<file path="src/core/rf_bias_consts.svh">
// Purpose: Register indices, reset values and field positions of the synthesizer and bias register bank.
// Assumes: Byte address of a register is four times its index.
// Notes: Field macros expand to bit ranges or single bit positions for use inside a part-select or bit-select.
`ifndef RF_BIAS_CONSTS_SVH
`define RF_BIAS_CONSTS_SVH

`define RFB_ADDR_W 10
`define RFB_IDX_W 8
`define RFB_IDX_CURRENT 8'hE1
`define RFB_IDX_FRONT_END_CTRL 8'hEE
`define RFB_IDX_OSC_ARRAY 8'hF9
`define RFB_IDX_CAL_DAC 8'hFA
`define RFB_IDX_PUMP 8'hFB
`define RFB_IDX_LOOP 8'hFC
`define RFB_IDX_SCALE 8'hFD

`define RFB_RST_CURRENT 8'hCA
`define RFB_RST_FRONT_END_CTRL 8'h00
`define RFB_RST_LOOP 5'h04
`define RFB_RST_SCALE 6'h25
`define RFB_RST_OSC 4'h0
`define RFB_RST_DAC 4'h0
`define RFB_RST_PUMP 5'h00
`define RFB_RST_OSC_BIAS 4'hC
`define RFB_RST_LO_BUF 2'h2
`define RFB_RST_AMP_BUF 2'h2

`define RFB_F_OSC_BIAS 7:4
`define RFB_F_LO_BUF 3:2
`define RFB_F_AMP_BUF 1:0
`define RFB_F_FOLLOW 5
`define RFB_F_LNA 4:3
`define RFB_F_MIXER 2
`define RFB_F_RSSI 1
`define RFB_F_LOOP_OPEN 4
`define RFB_F_OPEN_DAC 3:0
`define RFB_F_LOOP_BITS 4:0
`define RFB_F_SCALE 5:0
`define RFB_F_PUMP 4:0
`define RFB_F_NIBBLE 3:0
`define RFB_F_BYTE 7:0

`endif

</file>
<file path="src/core/rf_bias_pkg.sv">
// Purpose: Types shared by the synthesizer and bias register bank and its neighbours.
// Assumes: Nothing beyond the constants header.
// Notes: Structs carry the calibration results in and the analog controls out.
package rf_bias_pkg;

  typedef struct packed {
    logic [3:0] osc_array;
    logic [4:0] pump_current;
  } cal_result_t;

  typedef struct packed {
    logic [5:0] pump_scale_factor;
    logic loop_open;
    logic [3:0] cal_dac;
    logic [3:0] osc_core_bias_sel;
    logic [1:0] local_osc_buffer_bias;
    logic [1:0] amp_buffer_bias;
    logic amp_follower_stage;
    logic [1:0] low_noise_amp_bias;
    logic mixer_to_pin;
    logic signal_strength_to_pin;
  } analog_ctrl_t;

endpackage : rf_bias_pkg

</file>
<file path="src/core/rf_synth_bias_control_regs.sv">
// Purpose: APB register bank for synthesizer test features and RF bias currents.
// Assumes: Calibration results arrive from logic on clk; APB master on clk.
// Notes: No wait state on any transfer; pready, prdata and pslverr are flops.
//
// Added by the designer: the APB slave port.
`timescale 1ns/1ps
`include "rf_bias_consts.svh"

// Functional notes
// - Pump scaling factor, bits 5:0, resets to 0x25 and sets loop bandwidth.
// - Loop-open bit 4: zero keeps the synthesizer loop closed, one opens it.
// - Open-loop DAC value, bits 3:0, drives the DAC only while loop is open.
// - Pump current status, bits 4:0, is read-only and shows the applied setting.
// - Tuning DAC status, bits 3:0, is read-only and shows the applied DAC value.
// - Oscillator array status, bits 3:0, is read-only and reads zero after reset.
// - Oscillator core bias, bits 7:4, picks one of sixteen levels, resets 1100.
// - Local oscillator buffer bias, bits 3:2, resets to 10.
// - Amplifier buffer bias, bits 1:0, resets to 10.
// - Follower bias bit 5 resets to zero and selects low or high current.
// - Low-noise amplifier bias, bits 4:3, resets to 00.
// - Mixer route bit 2 sends the mixer output internally or to the shared pin.
// - Signal-strength bit 1 connects that output to the shared pin.
// - Array and pump status reads return the copy picked by frequency select.
module rf_synth_bias_control_regs (
  // Clock, reset and enable
  input wire logic clk,
  input wire logic resetn,
  input wire logic ce,
  // APB slave
  input wire logic psel,
  input wire logic penable,
  input wire logic pwrite,
  input wire logic [`RFB_ADDR_W-1:0] paddr,
  input wire logic [31:0] pwdata,
  output logic [31:0] prdata,
  output logic pready,
  output logic pslverr,
  // Calibration results from the synthesizer
  input wire logic freq_sel,
  input wire rf_bias_pkg::cal_result_t cal_a,
  input wire rf_bias_pkg::cal_result_t cal_b,
  input wire logic [3:0] cal_dac_result,
  // Analog control vectors
  output rf_bias_pkg::analog_ctrl_t ctrl
);
  import rf_bias_pkg::*;

  //////////////////////////////////////////////////////////////////////////////

  function automatic logic hit(input logic [`RFB_IDX_W-1:0] idx, input logic [`RFB_IDX_W-1:0] reg_idx);
    return idx == reg_idx;
  endfunction : hit

  logic [7:0] current_ctrl;
  logic [7:0] front_end_ctrl;
  logic [4:0] synth_loop_test_ctrl;
  logic [5:0] synth_pump_scale;
  logic [3:0] osc_array_a;
  logic [3:0] osc_array_b;

  //////////////////////////////////////////////////////////////////////////////
  // Address decode and transfer phases.

  wire [`RFB_IDX_W-1:0] idx = paddr[`RFB_ADDR_W-1:2];
  wire setup = psel && !penable && !pready;
  wire wr_take = psel && penable && pready && pwrite;
  wire sel_current = hit(idx, `RFB_IDX_CURRENT);
  wire sel_front_end_ctrl = hit(idx, `RFB_IDX_FRONT_END_CTRL);
  wire sel_osc = hit(idx, `RFB_IDX_OSC_ARRAY);
  wire sel_dac = hit(idx, `RFB_IDX_CAL_DAC);
  wire sel_pump = hit(idx, `RFB_IDX_PUMP);
  wire sel_loop = hit(idx, `RFB_IDX_LOOP);
  wire sel_scale = hit(idx, `RFB_IDX_SCALE);
  wire mapped = sel_current || sel_front_end_ctrl || sel_osc || sel_dac || sel_pump || sel_loop || sel_scale;

  // Status registers are read-only; only these four accept writes.
  wire wr_current = wr_take && sel_current;
  wire wr_front_end_ctrl = wr_take && sel_front_end_ctrl;
  wire wr_loop = wr_take && sel_loop;
  wire wr_scale = wr_take && sel_scale;

  //////////////////////////////////////////////////////////////////////////////
  // Read selection.

  wire [3:0] osc_view = freq_sel ? osc_array_b : osc_array_a;
  wire [4:0] pump_view = freq_sel ? cal_b.pump_current : cal_a.pump_current;
  wire [7:0] rd_osc = {4'h0, osc_view};
  wire [7:0] rd_dac = {4'h0, ctrl.cal_dac};
  wire [7:0] rd_pump = {3'h0, pump_view};
  wire [7:0] rd_loop = {3'h0, synth_loop_test_ctrl};
  wire [7:0] rd_scale = {2'h0, synth_pump_scale};
  wire [7:0] rd_byte = sel_current ? current_ctrl :
                       sel_front_end_ctrl ? front_end_ctrl :
                       sel_osc ? rd_osc :
                       sel_dac ? rd_dac :
                       sel_pump ? rd_pump :
                       sel_loop ? rd_loop :
                       sel_scale ? rd_scale : 8'h00;

  //////////////////////////////////////////////////////////////////////////////
  // APB answer; the setup cycle registers data and error for the access phase.

  always_ff @(posedge clk) begin
    if (!resetn) begin
      pready <= 1'b0;
      pslverr <= 1'b0;
      prdata <= 32'h0000_0000;
    end else if (ce) begin
      pready <= setup;
      pslverr <= setup && !mapped;
      prdata <= (setup && !pwrite) ? {24'h00_0000, rd_byte} : 32'h0000_0000;
    end
  end

  //////////////////////////////////////////////////////////////////////////////
  // Writable registers.

  always_ff @(posedge clk) begin
    if (!resetn) begin
      current_ctrl <= `RFB_RST_CURRENT;
      front_end_ctrl <= `RFB_RST_FRONT_END_CTRL;
      synth_loop_test_ctrl <= `RFB_RST_LOOP;
      synth_pump_scale <= `RFB_RST_SCALE;
    end else if (ce) begin
      if (wr_current) begin
        current_ctrl <= pwdata[`RFB_F_BYTE];
      end
      if (wr_front_end_ctrl) begin
        front_end_ctrl <= pwdata[`RFB_F_BYTE];
      end
      if (wr_loop) begin
        synth_loop_test_ctrl <= pwdata[`RFB_F_LOOP_BITS];
      end
      if (wr_scale) begin
        synth_pump_scale <= pwdata[`RFB_F_SCALE];
      end
    end
  end

  // The array result is held in flops so it reads zero until the first enabled clock after reset.
  always_ff @(posedge clk) begin
    if (!resetn) begin
      osc_array_a <= `RFB_RST_OSC;
      osc_array_b <= `RFB_RST_OSC;
    end else if (ce) begin
      osc_array_a <= cal_a.osc_array;
      osc_array_b <= cal_b.osc_array;
    end
  end

  //////////////////////////////////////////////////////////////////////////////
  // Analog control vectors, one flop stage after the stored registers and the calibrated DAC input.

  wire loop_open = synth_loop_test_ctrl[`RFB_F_LOOP_OPEN];
  wire [3:0] next_cal_dac = loop_open ? synth_loop_test_ctrl[`RFB_F_OPEN_DAC] : cal_dac_result;

  analog_ctrl_t next_ctrl;
  assign next_ctrl.pump_scale_factor = synth_pump_scale;
  assign next_ctrl.loop_open = loop_open;
  assign next_ctrl.cal_dac = next_cal_dac;
  assign next_ctrl.osc_core_bias_sel = current_ctrl[`RFB_F_OSC_BIAS];
  assign next_ctrl.local_osc_buffer_bias = current_ctrl[`RFB_F_LO_BUF];
  assign next_ctrl.amp_buffer_bias = current_ctrl[`RFB_F_AMP_BUF];
  assign next_ctrl.amp_follower_stage = front_end_ctrl[`RFB_F_FOLLOW];
  assign next_ctrl.low_noise_amp_bias = front_end_ctrl[`RFB_F_LNA];
  assign next_ctrl.mixer_to_pin = front_end_ctrl[`RFB_F_MIXER];
  assign next_ctrl.signal_strength_to_pin = front_end_ctrl[`RFB_F_RSSI];

  // Reset values of the control vector mirror the register reset values.
  wire analog_ctrl_t rst_ctrl = '{
    pump_scale_factor: `RFB_RST_SCALE,
    loop_open: 1'b0,
    cal_dac: `RFB_RST_DAC,
    osc_core_bias_sel: `RFB_RST_OSC_BIAS,
    local_osc_buffer_bias: `RFB_RST_LO_BUF,
    amp_buffer_bias: `RFB_RST_AMP_BUF,
    amp_follower_stage: 1'b0,
    low_noise_amp_bias: 2'h0,
    mixer_to_pin: 1'b0,
    signal_strength_to_pin: 1'b0
  };

  always_ff @(posedge clk) begin
    if (!resetn) begin
      ctrl <= rst_ctrl;
    end else if (ce) begin
      ctrl <= next_ctrl;
    end
  end
endmodule : rf_synth_bias_control_regs

</file>
<file path="config.mk">
export PLATFORM = sky130hd
export DESIGN_NAME = rf_synth_bias_control_regs
export DESIGN_NICKNAME = d
export VERILOG_FILES = /design/src/core/rf_bias_pkg.sv /design/src/core/rf_synth_bias_control_regs.sv
export VERILOG_INCLUDE_DIRS = /design/src /design/src/core
export SDC_FILE = /design/constraint.sdc
export NUM_CORES = 1
export LEC_CHECK = 0
export BUFFER_PORTS_ARGS = -buffer_cell sky130_fd_sc_hd__buf_2
export CORE_MARGIN = 5
export CORE_UTILIZATION = 45
export DETAILED_ROUTE_END_ITERATION = 8
export GPL_TIMING_DRIVEN = 1
export PLACE_DENSITY_LB_ADDON = 0.08
export REMOVE_ABC_BUFFERS = 1
export SKIP_CTS_REPAIR_TIMING = 1
export SYNTH_ARGS = -nofsm -noshare
export SYNTH_HDL_FRONTEND = slang
export SYNTH_SLANG_ARGS = --single-unit
</file>
<file path="constraint.sdc">
create_clock -name clk -period 5 [get_ports clk]
set_input_delay 1 -clock clk [delete_from_list [all_inputs] [get_ports clk]]
set_output_delay 1 -clock clk [all_outputs]
set_load 0.005 [all_outputs]
</file>
### Word-level counts from Yosys, hierarchy flattened

Index checks and enable logic that the tools add are counted.

* register bits: 93
* input bits: 71
* output and inout port bits: 58

* equality and inequality tests: 7
* muxes and demuxes: 11
* reductions and logical operators: 25

Operator list (count)
* == test 8 bit (second input constant): 7
* two-way mux 6 bit: 5
* two-way mux 8 bit: 3
* logical AND 1 bit: 11
* two-way mux 4 bit: 2
* AND reduction 2 bit: 4
* logical OR 1 bit: 6
* two-way mux 5 bit: 1
* zero test 1 bit: 4

### Longest topological paths before layout

* depth in word-level cells: 9
* gate-level depth with buffers: 8
* gate-level depth less buffers: 5

### Worst setup path after synthesis

No wires, ideal clock.

* kind: input port to flip-flop
* start point: input paddr[4]
* end point: register current_ctrl[1]
* setup slack: 2.704 ns
* library setup time: 0.129 ns
* arrival time: 2.166 ns
* cell stages on the path: 5
* cells stage by stage: buf_4 > nor4b_4 > nand3_2 > mux2i_1 > nand2_1

* cells in the longest elaborated chain, start to end: 3

RTL lines
* from (decl): line rf_synth_bias_control_regs.sv:33 `` input wire logic [`RFB_ADDR_W-1:0] paddr, ``
* == test 8 bit: line rf_synth_bias_control_regs.sv:51 `return idx == reg_idx;`
* logical AND 1 bit: line rf_synth_bias_control_regs.sv:77 `wire wr_current = wr_take && sel_current;`
* AND reduction 2 bit (no source line)
* to (signal assigned): line rf_synth_bias_control_regs.sv:120 `` current_ctrl <= `RFB_RST_CURRENT; ``
* to (signal assigned): line rf_synth_bias_control_regs.sv:126 `` current_ctrl <= pwdata[`RFB_F_BYTE]; ``
* to (decl): line rf_synth_bias_control_regs.sv:54 `logic [7:0] current_ctrl;`

Every way passes these cells.
A chain may end at the register's enable or synchronous reset.

### Worst setup path after layout

* start point: input paddr[2]
* end point: register current_ctrl[1]

Same word-level chain as after synthesis.

==> qor.yml <==
critical_path:
  critPathMaxFanout: 17
  cp.arrival_ps: 2820
  critical_path_class: "primary input to flop"
  critPathLaunchType: "primary input"
  cp-end-kind: "flop"
  required_ps: 5180
grt:
  grt_util_all_layers_pct: 17.9
  antenna_found_initial: 0
  grt_pass1_wl_mm: 13.5
  grt_overflow: 0
  grt_pass1_vias: 2610
  grt_start_max_net_pins: 71
sta:
  rsz0062_at_grt: "no"
  setup_viol: 0
  maxSlewViolCount: 0
  period_needed_ps: 2640
  tns_ps: 0
  tightest_slew_ps: 1080
  post-route-period-util_pct: 52.8
  max_freq_mhz: 379
  fin_skew_ps: 7.69
  hold_viol_final: 0
  slew_headroom_pct: 27.8
layout:
  stdcell_area_um2: 3890
  area_delta_synth_final_pct: 15.3
  final_nets: 493
  antenna_cells: 0
  drive_above_1_share_pct: 24.6
logic_synthesis:
  synth_seq_cells: 69
  synthTopCellsByArea: "dfxtp_1 41%, mux2i_1 18%, nor2b_1 7.2%, buf_4 5.8%, nand2_1 4.9%"
  syn_area_per_cell_um2: 9.54
  ys_seq_area_share_pct: 40.9
  yosysWarningCount: 0
  synth_top_cell_by_area: "dfxtp_1"
  synth_cell_types: 47
  async_reset_ff_share_pct: 0
  synthTopCellsByCount: "69 x dfxtp_1, 61 x mux2i_1, 44 x nand2_1, 39 x nor2b_1, 26 x buf_4"
  synthFlopType: "dfxtp_1"
  synth-edff-count: 0
  yosysMostFrequentCell: "dfxtp_1"
  syn_area_um2: 3380
  synth_top_area_share_pct: 40.9
  synth_cells: 354
cts:
  cts-root-buf: "clkbuf_8"
  clock-sinks: 69
  cts_tree: "yes"
  numCtsBuffers: 9
  cts_buffer_depth: 2
  path_clk_slew_ps: 70
  clock_latency_ps: 330
  htree_levels: 3
detailed_routing:
  via_per_inst: 5.08
  drc: 0
  drtIter0Drc: 121
  ant_nets: 0
  avgRoutedWirePerCell_um: 16.2
  drt_pass1_iterations: 4
  num_vias: 2666
  routed_wl_mm: 8.51
floorplanning:
  boundaryPins: 129
  rows: 31
  start_util_pct: 46.3
  fp.dieH_um: 96.6
  die_w_um: 96.6
  coreArea_um2: 7290
  dieArea_um2: 9340
power:
  p_comb_share_pct: 9.2
  internal_power_mw: 0.817
  vdd_ir_drop_max_mv: 0.125
  power_density_nw_per_um2: 276
  switching_share_pct: 24.0
  pwr-share-clk_pct: 38.6
  switching_power_mw: 0.258
  seq_power_share_pct: 52.1
  power_leakage_nw: 1.78
placed_design:
  dpl-instance-area_um2: 3720
  port_buffers: 78
  hpwl_mm: 5.83
  gp_congestion: 0.793
run_status:
  status: "finished, final reports clean"
flow_run:
  maxCapViolCount: 0
hold_path:
  hold_class: "flop to flop"
-- metrics by stage --
stage                     setup WS [ps]  std cells  power (mW)  utilization [%]  hold slack [ps]
after floorplan                    2780        332       0.616                -              441
after global placement             2070        510       0.670             51.0              450
after detailed placement           2060        510       0.671             51.0              452
after CTS                          2420        525        1.09             53.4              471
after global routing               2280        525        1.12             53.4              492
final                              2360        525        1.07             53.4              464
-- flip-flops by register name, summed over array words and instances, names as in the netlist --
register              cells
ctrl                     24
current_ctrl              8
front_end_ctrl            8
prdata                    8
synth_pump_scale          6
synth_loop_test_ctrl      5
osc_array_a               4
osc_array_b               4
pready                    1
pslverr                   1
-- metal layers --
layer | global-route usage [%] | wire, um | vias up
li1 | - | - | 1320
met1 | 23.7 | 4010 | 1240
met2 | 28.2 | 3770 | 99
met3 | 4.75 | 646 | 7
met4 | 5.83 | 70 | 0
met5 | 0 | 0 | -
-- power by group through the flow --
stage | logic, mW | registers, mW | clock network [mW]
2_1_floorplan | 0.0433 | 0.572 | 0
3_5_place_dp | 0.0985 | 0.573 | 0
5_1_grt | 0.108 | 0.561 | 0.451
4_1_cts | 0.0991 | 0.560 | 0.429
6_report | 0.0991 | 0.560 | 0.415
3_3_place_gp | 0.0975 | 0.573 | 0
-- cell usage in the layout, fill, tap and decap left out, types with 3 or more instances in the layout --
master | synthesis | routed
buf_2 | 2 | 78
dfxtp_1 | 69 | 69
mux2i_1 | 61 | 61
nand2_1 | 44 | 44
nor2b_1 | 39 | 39
conb_1 | 1 | 24
clkbuf_8 | 0 | 12
a21oi_1 | 11 | 11
a21boi_0 | 10 | 10
a21o_1 | 5 | 5
nor2_1 | 5 | 5
o21ai_0 | 5 | 5
a22oi_1 | 4 | 4
nand3_1 | 4 | 4
o21a_1 | 4 | 4
o211a_1 | 4 | 4
and2_1 | 3 | 3
o22ai_1 | 3 | 3
o221ai_1 | 3 | 3
mux2_2 | 3 | 3
a221oi_1 | 3 | 3
-- final cells by class --
class                   instances  area, um^2
multi-input cells             262        1810
well taps                      99         124
clock buffers                  14         173
repair buffers                 79         398
inverters                       1        3.75
clock inverters                 1        5.00
fillers                       734        3400
flip-flops and latches         69        1380
-- cells by family after synthesis --
family | share of synthesized area, %
compound gates | 12.6
mux | 19.1
buf+inv | 8.07
flops | 40.9
simple gates | 19.3
other cells | 0.111
-- final timing paths --
path / from / end / slack [ps] / depth (start not counted)
worst max-delay path: paddr[2] / current_ctrl[1]$_SDFFE_PN1P_ / 2360 / 5
worst min-delay path: ctrl[18]$_SDFFE_PN1P_ / ctrl[18]$_SDFFE_PN1P_ / 460 / 2
worst min register to register: ctrl[18]$_SDFFE_PN1P_ / ctrl[18]$_SDFFE_PN1P_ / 460 / 2
worst max register to register: pready$_SDFFE_PN0P_ / prdata[2]$_SDFFE_PN0P_ / 3200 / 4
-- critical path, cell delays in order --
cell and delay, ps:
buf_2 330, nor4b_4 680, nand3_2 470, mux2i_1 260
nand2_1 70
(Power assumes the default switching activity.)
